### config.mk
export PLATFORM = sky130hd
export DESIGN_NAME = fdcg_glue
export DESIGN_NICKNAME = d
export VERILOG_FILES = /design/src/hdl/fdcg_pkg.sv /design/src/hdl/fdcg_wait_if.sv /design/src/hdl/fdcg_wait_timer.sv /design/src/hdl/fdcg_glue.sv
export SDC_FILE = /design/constraint.sdc
export NUM_CORES = 1
export LEC_CHECK = 0
export ABC_AREA = 1
export BUFFER_PORTS_ARGS = -buffer_cell sky130_fd_sc_hd__clkbuf_2
export CAP_MARGIN = 20
export CORE_ASPECT_RATIO = 0.75
export CORE_UTILIZATION = 45
export CTS_CLUSTER_SIZE = 28
export DETAILED_ROUTE_END_ITERATION = 8
export PLACE_DENSITY = 0.71
export RECOVER_POWER = 100
export SLEW_MARGIN = 20
export SYNTH_ARGS = -nofsm -noshare
export SYNTH_HDL_FRONTEND = slang
export SYNTH_SLANG_ARGS = --single-unit
### constraint.sdc
create_clock -name CLK -period 4.77 [get_ports CLK]
set_input_delay 0.7155 -clock CLK [delete_from_list [all_inputs] [get_ports CLK]]
set_output_delay 0.7155 -clock CLK [all_outputs]
set_load 0.02 [all_outputs]
### src/hdl/fdcg_pkg.sv
`default_nettype none
package fdcg_pkg;
   // Clock rate and timing figures
   localparam int CLK_MHZ = 200;
   localparam int MOTOR_MS = 3000;
   localparam int MOTOR_CYC = MOTOR_MS * 1000 * CLK_MHZ;
   localparam int WD_TICK_NS = 1000;
   localparam int WD_TICK_CYC = (WD_TICK_NS * CLK_MHZ) / 1000;
   localparam int WD_LIMIT_US = 1024;
   localparam int WD_LIMIT_TICKS = (WD_LIMIT_US * 1000) / WD_TICK_NS;
   localparam int WD_SHORT_TICKS = 2;
   // Fixed precompensation amount, applied inside the controller chip
   localparam int PRECOMP_NS = 125;

   // Port map
   localparam logic [7:0] PORT_NMI = 8'hE4;
   localparam logic [7:0] PORT_FDC_BASE = 8'hF0;
   localparam logic [7:0] PORT_DRV = 8'hF4;
   localparam int FDC_SEL_W = 2;

   // Mask register layout (data bits 7 and 6)
   localparam int MASK_FDC_BIT = 7;
   localparam int MASK_MOT_BIT = 6;
   localparam logic [1:0] MASK_RESET = 2'h0;

   // Status byte layout, all active low
   localparam int ST_IRQ_BIT = 7;
   localparam int ST_MOT_BIT = 6;
   localparam int ST_RST_BIT = 5;
   localparam logic [4:0] ST_RSVD = 5'h00;

   // Drive select latch layout
   localparam int DRV_SEL_W = 4;
   localparam int DRV_SIDE_BIT = 4;
   localparam int DRV_PCOMP_BIT = 5;
   localparam int DRV_WAIT_BIT = 6;
   localparam int DRV_MFM_BIT = 7;
   localparam logic [7:0] DRV_RESET = 8'h00;
endpackage : fdcg_pkg
`default_nettype wire

### src/hdl/fdcg_wait_if.sv
`timescale 1ns/100ps
`default_nettype none
interface fdcg_wait_if;
   logic start_long;
   logic start_short;
   logic release_req;
   logic busy;
   modport ctl (output start_long, output start_short, output release_req,
                input busy);
   modport tmr (input start_long, input start_short, input release_req,
                output busy);
endinterface : fdcg_wait_if
`default_nettype wire

### src/hdl/fdcg_wait_timer.sv
`timescale 1ns/100ps
`default_nettype none
module fdcg_wait_timer
   import fdcg_pkg::*;
#(
   parameter int TICK_CYCLES = WD_TICK_CYC,
   parameter int LONG_TICKS = WD_LIMIT_TICKS
)
(
   input wire logic clk,
   input wire logic rst,
   fdcg_wait_if.tmr wif
);
   localparam int PRE_W = $clog2(TICK_CYCLES);
   localparam int TCK_W = $clog2(LONG_TICKS) + 1;

   typedef enum logic [1:0]
   {
      W_IDLE = 2'b00,
      W_LONG = 2'b01,
      W_SHORT = 2'b10
   } fdcg_wstate_e;

   fdcg_wstate_e st_q;
   logic [PRE_W-1:0] pre_q;
   logic [TCK_W-1:0] ticks_q;
   logic tick;
   logic long_end;
   logic short_end;

   ////////////////////////////////////////////////////////////////////////
   // Watchdog time base, only runs while a wait is held
   assign tick = (pre_q == PRE_W'(TICK_CYCLES - 1));
   assign long_end = tick && (ticks_q == TCK_W'(LONG_TICKS - 1));
   assign short_end = tick && (ticks_q == TCK_W'(WD_SHORT_TICKS - 1));
   assign wif.busy = (st_q != W_IDLE);

   // Prescaler and tick counter restart on every new wait
   always_ff @(posedge clk)
   begin
      if (rst || wif.start_long || wif.start_short || st_q == W_IDLE)
      begin
         pre_q <= '0;
         ticks_q <= '0;
      end
      else if (tick)
      begin
         pre_q <= '0;
         ticks_q <= ticks_q + TCK_W'(1);
      end
      else
      begin
         pre_q <= pre_q + PRE_W'(1);
      end
   end

   // Wait state; a new start always wins over an ending wait
   always_ff @(posedge clk)
   begin
      if (rst)
         st_q <= W_IDLE;
      else if (wif.start_long)
         st_q <= W_LONG;
      else if (wif.start_short)
         st_q <= W_SHORT;
      else
      begin
         unique case (st_q)
            W_IDLE: st_q <= W_IDLE;
            W_LONG:
            begin
               if (wif.release_req || long_end)
                  st_q <= W_IDLE;
            end
            W_SHORT:
            begin
               if (short_end)
                  st_q <= W_IDLE;
            end
            default: st_q <= W_IDLE;
         endcase
      end
   end
endmodule : fdcg_wait_timer
`default_nettype wire

### src/hdl/fdcg_glue.sv
`timescale 1ns/100ps
`default_nettype none
module fdcg_glue
   import fdcg_pkg::*;
#(
   parameter int MOTOR_CYCLES = MOTOR_CYC,
   parameter int TICK_CYCLES = WD_TICK_CYC,
   parameter int LONG_TICKS = WD_LIMIT_TICKS
)
(
   input wire logic CLK,
   input wire logic RST,
   input wire logic [7:0] ADDR,
   input wire logic IORD_N,
   input wire logic IOWR_N,
   input wire logic [7:0] CPU_D_I,
   output logic [7:0] CPU_D_O,
   output logic CPU_D_OE,
   input wire logic [7:0] PERIPHERAL_DATA_BUS_I,
   output logic [7:0] PERIPHERAL_DATA_BUS_O,
   output logic PERIPHERAL_DATA_BUS_OE,
   input wire logic INT_STATUS_READ_N,
   input wire logic NMI_STATUS_READ_ALT_N,
   input wire logic SERIAL_READ_STROBE_N,
   input wire logic CONTROLLER_IRQ,
   input wire logic CONTROLLER_DATA_REQUEST,
   output logic DISK_READ_STROBE_N,
   output logic NMI_STATUS_READ_N,
   output logic NMI_MASK_WRITE_N,
   output logic DRIVE_LATCH_WRITE_N,
   output logic FDC_CS_N,
   output logic FDC_WR_N,
   output logic [1:0] FDC_REG_SEL,
   output logic [3:0] DRIVE_SEL,
   output logic SIDE1,
   output logic PRECOMP_EN,
   output logic MFM,
   output logic MOTOR_ON,
   output logic WAIT_N,
   output logic NMI_N
);
   localparam int MOT_W = $clog2(MOTOR_CYCLES);

   logic io_rd;
   logic io_wr;
   logic fdc_hit;
   logic nmi_hit;
   logic drv_hit;
   logic disk_rd_n_d;
   logic fdc_cs_n_d;
   logic nmi_rd_n_d;
   logic mask_wr_n_d;
   logic drv_wr_n_d;
   logic mask_commit;
   logic drv_commit;
   logic motor_expire;
   logic [7:0] status_byte;
   logic [7:0] wr_data_q;
   logic [1:0] mask_q;
   logic [7:0] drv_q;
   logic [MOT_W-1:0] mot_cnt_q;
   logic mot_to_q;
   logic cpu_oe_q;

   fdcg_wait_if wif ();

   ////////////////////////////////////////////////////////////////////////
   // Port decode, controller takes F0 to F3
   assign io_rd = ~IORD_N;
   assign io_wr = ~IOWR_N;
   assign fdc_hit = (ADDR[7:FDC_SEL_W] == PORT_FDC_BASE[7:FDC_SEL_W]);
   assign nmi_hit = (ADDR == PORT_NMI);
   assign drv_hit = (ADDR == PORT_DRV);

   // Next strobe levels; the pins follow one clock later
   always_comb
   begin
      disk_rd_n_d = ~(io_rd & fdc_hit);
      fdc_cs_n_d = ~((io_rd | io_wr) & fdc_hit);
      nmi_rd_n_d = ~(io_rd & nmi_hit);
      mask_wr_n_d = ~(io_wr & nmi_hit);
      drv_wr_n_d = ~(io_wr & drv_hit);
   end

   // Write strobes rise on the cycle their pin goes back high
   assign mask_commit = ~NMI_MASK_WRITE_N & mask_wr_n_d;
   assign drv_commit = ~DRIVE_LATCH_WRITE_N & drv_wr_n_d;

   // Registered decode strobes
   always_ff @(posedge CLK)
   begin
      if (RST)
      begin
         DISK_READ_STROBE_N <= 1'b1;
         FDC_CS_N <= 1'b1;
         FDC_WR_N <= 1'b1;
         FDC_REG_SEL <= '0;
         NMI_STATUS_READ_N <= 1'b1;
         NMI_MASK_WRITE_N <= 1'b1;
         DRIVE_LATCH_WRITE_N <= 1'b1;
      end
      else
      begin
         DISK_READ_STROBE_N <= disk_rd_n_d;
         FDC_CS_N <= fdc_cs_n_d;
         FDC_WR_N <= ~(io_wr & fdc_hit);
         FDC_REG_SEL <= ADDR[FDC_SEL_W-1:0];
         NMI_STATUS_READ_N <= nmi_rd_n_d;
         NMI_MASK_WRITE_N <= mask_wr_n_d;
         DRIVE_LATCH_WRITE_N <= drv_wr_n_d;
      end
   end

   // Write data held from the strobe until its rising edge
   always_ff @(posedge CLK)
   begin
      if (RST)
         wr_data_q <= '0;
      else if (io_wr)
         wr_data_q <= CPU_D_I;
   end

   ////////////////////////////////////////////////////////////////////////
   // Mask register, cleared so nothing interrupts before software arms it
   always_ff @(posedge CLK)
   begin
      if (RST)
         mask_q <= MASK_RESET;
      else if (mask_commit)
         mask_q <= {wr_data_q[MASK_FDC_BIT], wr_data_q[MASK_MOT_BIT]};
   end

   ////////////////////////////////////////////////////////////////////////
   // Drive select latch; software must load it before any disk work
   always_ff @(posedge CLK)
   begin
      if (RST)
         drv_q <= DRV_RESET;
      else if (drv_commit)
         drv_q <= wr_data_q;
      else if (motor_expire)
         drv_q <= DRV_RESET;
   end

   // Latch fields straight to the drive and controller pins
   assign DRIVE_SEL = drv_q[DRV_SEL_W-1:0];
   assign SIDE1 = drv_q[DRV_SIDE_BIT];
   assign PRECOMP_EN = drv_q[DRV_PCOMP_BIT];
   assign MFM = drv_q[DRV_MFM_BIT];

   ////////////////////////////////////////////////////////////////////////
   // Motor one-shot; spindles are not rated for continuous running
   assign motor_expire = MOTOR_ON && (mot_cnt_q == '0) && !drv_commit;

   always_ff @(posedge CLK)
   begin
      if (RST)
      begin
         MOTOR_ON <= 1'b0;
         mot_cnt_q <= '0;
      end
      else if (drv_commit)
      begin
         MOTOR_ON <= 1'b1;
         mot_cnt_q <= MOT_W'(MOTOR_CYCLES - 1);
      end
      else if (motor_expire)
         MOTOR_ON <= 1'b0;
      else if (MOTOR_ON)
         mot_cnt_q <= mot_cnt_q - MOT_W'(1);
   end

   // Time-out flag sticks until the next drive select write
   always_ff @(posedge CLK)
   begin
      if (RST)
         mot_to_q <= 1'b0;
      else if (motor_expire)
         mot_to_q <= 1'b1;
      else if (drv_commit)
         mot_to_q <= 1'b0;
   end

   ////////////////////////////////////////////////////////////////////////
   // Wait handshake; each byte still needs a processor port access
   assign wif.start_long = drv_commit & wr_data_q[DRV_WAIT_BIT];
   assign wif.start_short = drv_commit & ~wr_data_q[DRV_WAIT_BIT];
   assign wif.release_req = CONTROLLER_IRQ | CONTROLLER_DATA_REQUEST;

   fdcg_wait_timer #(
      .TICK_CYCLES(TICK_CYCLES),
      .LONG_TICKS(LONG_TICKS)
   ) u_wait (
      .clk(CLK),
      .rst(RST),
      .wif(wif.tmr)
   );

   // Reset also drops the wait directly, besides the timer's own reset
   always_ff @(posedge CLK)
   begin
      if (RST)
         WAIT_N <= 1'b1;
      else
         WAIT_N <= ~wif.busy;
   end

   ////////////////////////////////////////////////////////////////////////
   // NMI from controller request and motor time-out, each masked
   always_ff @(posedge CLK)
   begin
      if (RST)
         NMI_N <= 1'b1;
      else
         NMI_N <= ~((mask_q[1] & CONTROLLER_IRQ)
                  | (mask_q[0] & mot_to_q));
   end

   ////////////////////////////////////////////////////////////////////////
   // Status byte, every flag low true, reserved bits zero
   assign status_byte = {~CONTROLLER_IRQ, ~mot_to_q, ~RST, ST_RSVD};

   // Shared transceiver toward the processor
   always_ff @(posedge CLK)
   begin
      if (RST)
      begin
         cpu_oe_q <= 1'b0;
         CPU_D_O <= '0;
      end
      else
      begin
         cpu_oe_q <= ~(disk_rd_n_d & INT_STATUS_READ_N
                     & NMI_STATUS_READ_ALT_N & SERIAL_READ_STROBE_N
                     & nmi_rd_n_d);
         if (!nmi_rd_n_d)
            CPU_D_O <= status_byte;
         else
            CPU_D_O <= PERIPHERAL_DATA_BUS_I;
      end
   end
   assign CPU_D_OE = cpu_oe_q;

   // Controller buffer: opened by chip select, turned by disk read
   always_ff @(posedge CLK)
   begin
      if (RST)
      begin
         PERIPHERAL_DATA_BUS_OE <= 1'b0;
         PERIPHERAL_DATA_BUS_O <= '0;
      end
      else
      begin
         PERIPHERAL_DATA_BUS_OE <= ~fdc_cs_n_d & disk_rd_n_d;
         PERIPHERAL_DATA_BUS_O <= CPU_D_I;
      end
   end
endmodule : fdcg_glue
`default_nettype wire

# Word level (Yosys, flattened, before mapping)
# Cells that the tools add are included.
# totals
regBits	99
latch_bits	0
ramBits	0
mem_bits_ro	0
input_bits	33
output_inout_bits	36
word_cells	116
n_memories	0
# op_classes
n_addsub	3
multipliers	0
n_div	0
order_cmp	0
eq_ne	13
n_shift	0
mux	15
bitwise_logic	38
reduce_logical	22
# op_table
op	count
$mux W30	3
$logic_not A30 Y1	1
$sub A30 B1 Y30 const B	1
$eq A8 B8 Y1 const B	3
$mux W8	3
$not A1 Y1	18
$and A1 B1 Y1	17
$add A11 B1 Y11 const B	1
$eq A11 B1 Y1 const B	1
$eq A11 B10 Y1 const B	1
$add A8 B1 Y8 const B	1
$ne A4 B1 Y1 const B	2
$reduce_and A2 Y1	4
$reduce_or A2 Y1	4
$eq A6 B6 Y1 const B	1
$mux W2	3
$ne A3 B1 Y1 const B	2
$reduce_bool A2 Y1	3
$mux W1	5
$logic_and A1 B1 Y1	4
$logic_or A1 B1 Y1	4
$pmux W2 S2	1
$or A1 B1 Y1	3
$eq A2 B1 Y1 const B	1
4 further kinds	4

# Longest topological paths before layout
# depth
depth_word	9
depth_mapped	13
mapped_depth_nobuf	13

# By module
# A second synthesis with hierarchy kept.
# hier_totals
hier_cells	637
hier_area_um2	4670.7
# modules_own_cells
module	n_inst	cells_per_inst	area_per_inst_um2	seq_area_each_um2
fdcg_glue	1	482	3574.7	1541.5
fdcg_wait_timer	1	155	1096.1	420.4

# Worst setup path after synthesis
# OpenSTA, ideal clock, no wires.
# synth_path
kind	in2reg
from	input port ADDR[0]
to	register u_wait.ticks_q[10]
setup_time_ps	71
arrival_ps	1728
required_time_ps	4699
setup_slack_ps	2971
path_stages	10
path_buffers	1
path_cell_list	inv_1 > nand2_1 > nor2_1 > nand3_1 > nand2_2 > inv_2 > nor2_1 > inv_1 > clkbuf_1 > a21oi_1
# synth_via
elab_chain_len	8
elab_cells_between_ends	9
cone_classes	eq/ne (1); bitwise (5); reduce/logical (3)
# synth_lines
item	line	text
start: declaration	fdcg_glue.sv:13	input wire logic [7:0] ADDR,
$eq A8 B8 Y1 *	fdcg_glue.sv:73	assign drv_hit = (ADDR == PORT_DRV);
$and A1 B1 Y1 *	fdcg_glue.sv:82	drv_wr_n_d = ~(io_wr & drv_hit);
$not A1 Y1 *	fdcg_glue.sv:82	
$and A1 B1 Y1 *	fdcg_glue.sv:87	assign drv_commit = ~DRIVE_LATCH_WRITE_N & drv_wr_n_d;
$and A1 B1 Y1	fdcg_glue.sv:186	assign wif.start_long = drv_commit & wr_data_q[DRV_WAIT_BIT];
$logic_or A1 B1 Y1	fdcg_wait_timer.sv:41	if (rst || wif.start_long || wif.start_short || st_q == W_IDLE)
$logic_or A1 B1 Y1 * (2 in series)	fdcg_wait_timer.sv:41	
end signal: assignment	fdcg_wait_timer.sv:49	ticks_q <= ticks_q + TCK_W'(1);
end: declaration	fdcg_wait_timer.sv:26	logic [TCK_W-1:0] ticks_q;
# Every way passes the cells marked *; elsewhere a longest branch is shown, timed or not.
# A chain may end at the register's enable or synchronous reset.

==> flow_metrics.env <==
export IMPL_status="finished clean"
export IMPL_rows=30
export IMPL_fin_setup_tns_ns=0
export IMPL_pwr_share_seq=0.491
export IMPL_postRouteAntennaNets=0
export IMPL_wl_met2_um=4220
export IMPL_grt_max_degree=31
export IMPL_drv_slew=0
export IMPL_min_period_over_period=0.683
export IMPL_syn_area_um2=4410
export IMPL_antenna_found_initial=0
export IMPL_p_leak_nw=2.34
export IMPL_final_cell_mix="nand2_1, nor2_1, dfxtp_1"
export IMPL_die_h_um=87.8
export IMPL_critical_path_reg2reg_startpoint="mot_cnt_q[0]"
export IMPL_min_to="u_wait.pre_q[0]"
export IMPL_yosysTopAreaCellShare=0.444
export IMPL_numClockSinks=98
export IMPL_critPathKind="primary input to flop"
export IMPL_grt_pass1_wl_um=17400
export IMPL_clk_insertion_delay_late_ns=0.34
export IMPL_finalHoldViolCount=0
export IMPL_skew_ns=0.00747
export IMPL_ys_warnings_count=0
export IMPL_io_pins=69
export IMPL_pwr_share_clk=0.460
export IMPL_grt_remaining_overflow=0
export IMPL_final_common_cell="nand2_1"
export IMPL_ir_drop_mv=0.227
export IMPL_synth_edf_count=0
export IMPL_cts_setup_buffers=0
export IMPL_dp_hpwl_um=7480
export IMPL_arrival_ns=3.53
export IMPL_drive_gt1_frac=0.0807
export IMPL_p_sw_frac=0.218
export IMPL_path_clk_slew_ns=0.07
export IMPL_routed_top_layer="met4"
export IMPL_regToRegSetupSlack_ns=2.13
export IMPL_worstMarginPinSlew_ns=1.37
export IMPL_cts_path_max_buffers=2
export IMPL_wl_per_cell_um=12.0
export IMPL_hold_buffers=0
export IMPL_htree_levels=3
export IMPL_fmax_mhz=307
export IMPL_clockRootBuffer="clkbuf_16"
export IMPL_die_w_um=116
export IMPL_hold_start="u_wait.pre_q[0]"
export IMPL_die_area_um2=10200
export IMPL_core_area_um2=9270
export IMPL_rsz0062_at_grt="no"
export IMPL_yosys_area_top_type="dfxtp_1"
export IMPL_crit_path_start_kind="primary input"
export IMPL_whs_path_depth=1
export IMPL_synthTopCellsByArea="dfxtp_1, nand2_1, nor2_1"
export IMPL_finalSetupViolations=0
export IMPL_cp_max_fo=30
export IMPL_route_met3_wl_um=657
export IMPL_start_util=0.476
export IMPL_syn2layout_area_growth_pct=15.5
export IMPL_viasPerCell=4.94
export IMPL_met1Wirelength_um=5000
export IMPL_drcViolationCount=0
export IMPL_ys_flop_type="dfxtp_1"
export IMPL_reg2regPathDepth=12
export IMPL_io_buffers=68
export IMPL_r2r_end="mot_cnt_q[16]"
export IMPL_num_fill_cells=918
export IMPL_place_area_um2=4850
export IMPL_netSwitchingPower_mw=0.373
export IMPL_gp_congestion=0.917
export IMPL_cts_resized=0
export IMPL_crit_required_ns=5.04
export IMPL_synth_cell_types=32
export IMPL_drtIter0Drc=240
export IMPL_hold_class="flop to flop"
export IMPL_vias=4119
export IMPL_end_kind="flop"
export IMPL_syn_area_per_cell_um2=6.94
export IMPL_synth_net_count=673
export IMPL_gr_usage_all_layers=0.218
export IMPL_grt_pass1_vias=3887
export IMPL_synthCells=636
export IMPL_synth_seq_cells=98
export IMPL_pwr_share_comb=0.048
export IMPL_dr_pass1_iters=5
export IMPL_finalCriticalPeriod_ns=3.26
export IMPL_cts_tree="done"
export IMPL_cap_violations=0
export IMPL_synth_seq_area_share=0.444
export IMPL_nNetsFinal=738
export IMPL_powerDensity_nw_per_um2=335
export IMPL_diodes=0
export IMPL_ys_async_sr_fraction=0
export IMPL_cts_buffers=9
export IMPL_stdcell_area_um2=5100
export IMPL_relSlewSlack=0.0876
export IMPL_wl_um=10000
export IMPL_p_int_mw=1.34
sequential cells by signal (all words and copies together), names as in the netlist, 7 cells and up:
register / cells
drv_q: 7
u_wait.ticks_q: 11
u_wait.pre_q: 8
CPU_D_O: 8
PERIPHERAL_DATA_BUS_O: 8
wr_data_q: 8
mot_cnt_q: 30
worst max path at each step:
stage / start / endpoint / depth (start not counted)
after floorplan: ADDR[0] / u_wait.ticks_q[10] / 10
after global placement: IOWR_N / u_wait.pre_q[2] / 8
after detailed placement: IOWR_N / u_wait.pre_q[4] / 8
after CTS: IOWR_N / u_wait.pre_q[7] / 8
after global routing: RST / CPU_D_O[6] / 6
final: RST / CPU_D_O[7] / 6
stage by stage:
step / hold slack (ns) / power [mW] / util / worst slack, ns / std cells
6_report: 0.454 / 1.71 / 0.550 / 1.51 / 834
4_1_cts: 0.457 / 1.73 / 0.559 / 2.36 / 834
3_3_place_gp: 0.428 / 0.943 / 0.523 / 2.13 / 818
5_1_grt: 0.478 / 1.77 / 0.550 / 1.22 / 834
2_1_floorplan: 0.418 / 0.909 / - / 2.97 / 636
3_5_place_dp: 0.445 / 0.944 / 0.523 / 2.00 / 818
worst max-delay path, cell delays in order:
cell and delay, ns:
clkbuf_1 0.97, inv_1 0.33, clkbuf_1 0.54, o21ai_0 0.49, nand2_1 0.25, o21ai_0 0.20
power by group through the flow:
stage               clock, mW  sequential, mW  combinational (mW)
floorplan                   0           0.870              0.0389
CTS                     0.803           0.840              0.0863
finish                  0.787           0.840              0.0828
detailed placement          0           0.858              0.0861
global placement            0           0.858              0.0847
global route            0.837           0.841              0.0927
cell usage after synthesis, types with 3 or more instances:
| master | instances |
|---|---|
| a21oi_1 | 42 |
| a31oi_1 | 7 |
| clkbuf_1 | 10 |
| dfxtp_1 | 98 |
| ha_1 | 4 |
| inv_1 | 91 |
| nand2_1 | 138 |
| nand2_2 | 8 |
| nand3_1 | 46 |
| nand4_1 | 12 |
| nor2_1 | 98 |
| nor2_4 | 5 |
| nor3_1 | 10 |
| nor3b_1 | 5 |
| o21ai_0 | 28 |
| or2_2 | 3 |
| xor2_1 | 11 |
per-layer routing:
metal  up-vias  track usage
met5         -            0
met4         0       0.0711
met3        13       0.0637
met2       121        0.327
met1      1849        0.301
li1       2136            -
kinds of logic after synthesis:
| kind of cell | after synthesis | share of synthesized area |
|---|---|---|
| and+or+nand+nor | 332 | 0.328 |
| adders and majority gates | 4 | 0.0113 |
| xor gates and xnor gates | 12 | 0.0238 |
| AOI/OAI and AO/OA | 82 | 0.0978 |
| DFF | 98 | 0.444 |
| buffers and inverters | 108 | 0.0947 |
final cells by class:
cell class / count / area [µm²] / share of cell area
repair buffers: 69 / 297 / 0.0582
inverters: 93 / 349 / 0.0685
well taps: 128 / 160 / 0.0314
flip-flops and latches: 98 / 1960 / 0.385
clock inverters: 5 / 85.1 / 0.0167
multi-input cells: 430 / 2000 / 0.393
clock buffers: 11 / 243 / 0.0476
(Power assumes the default switching activity.)
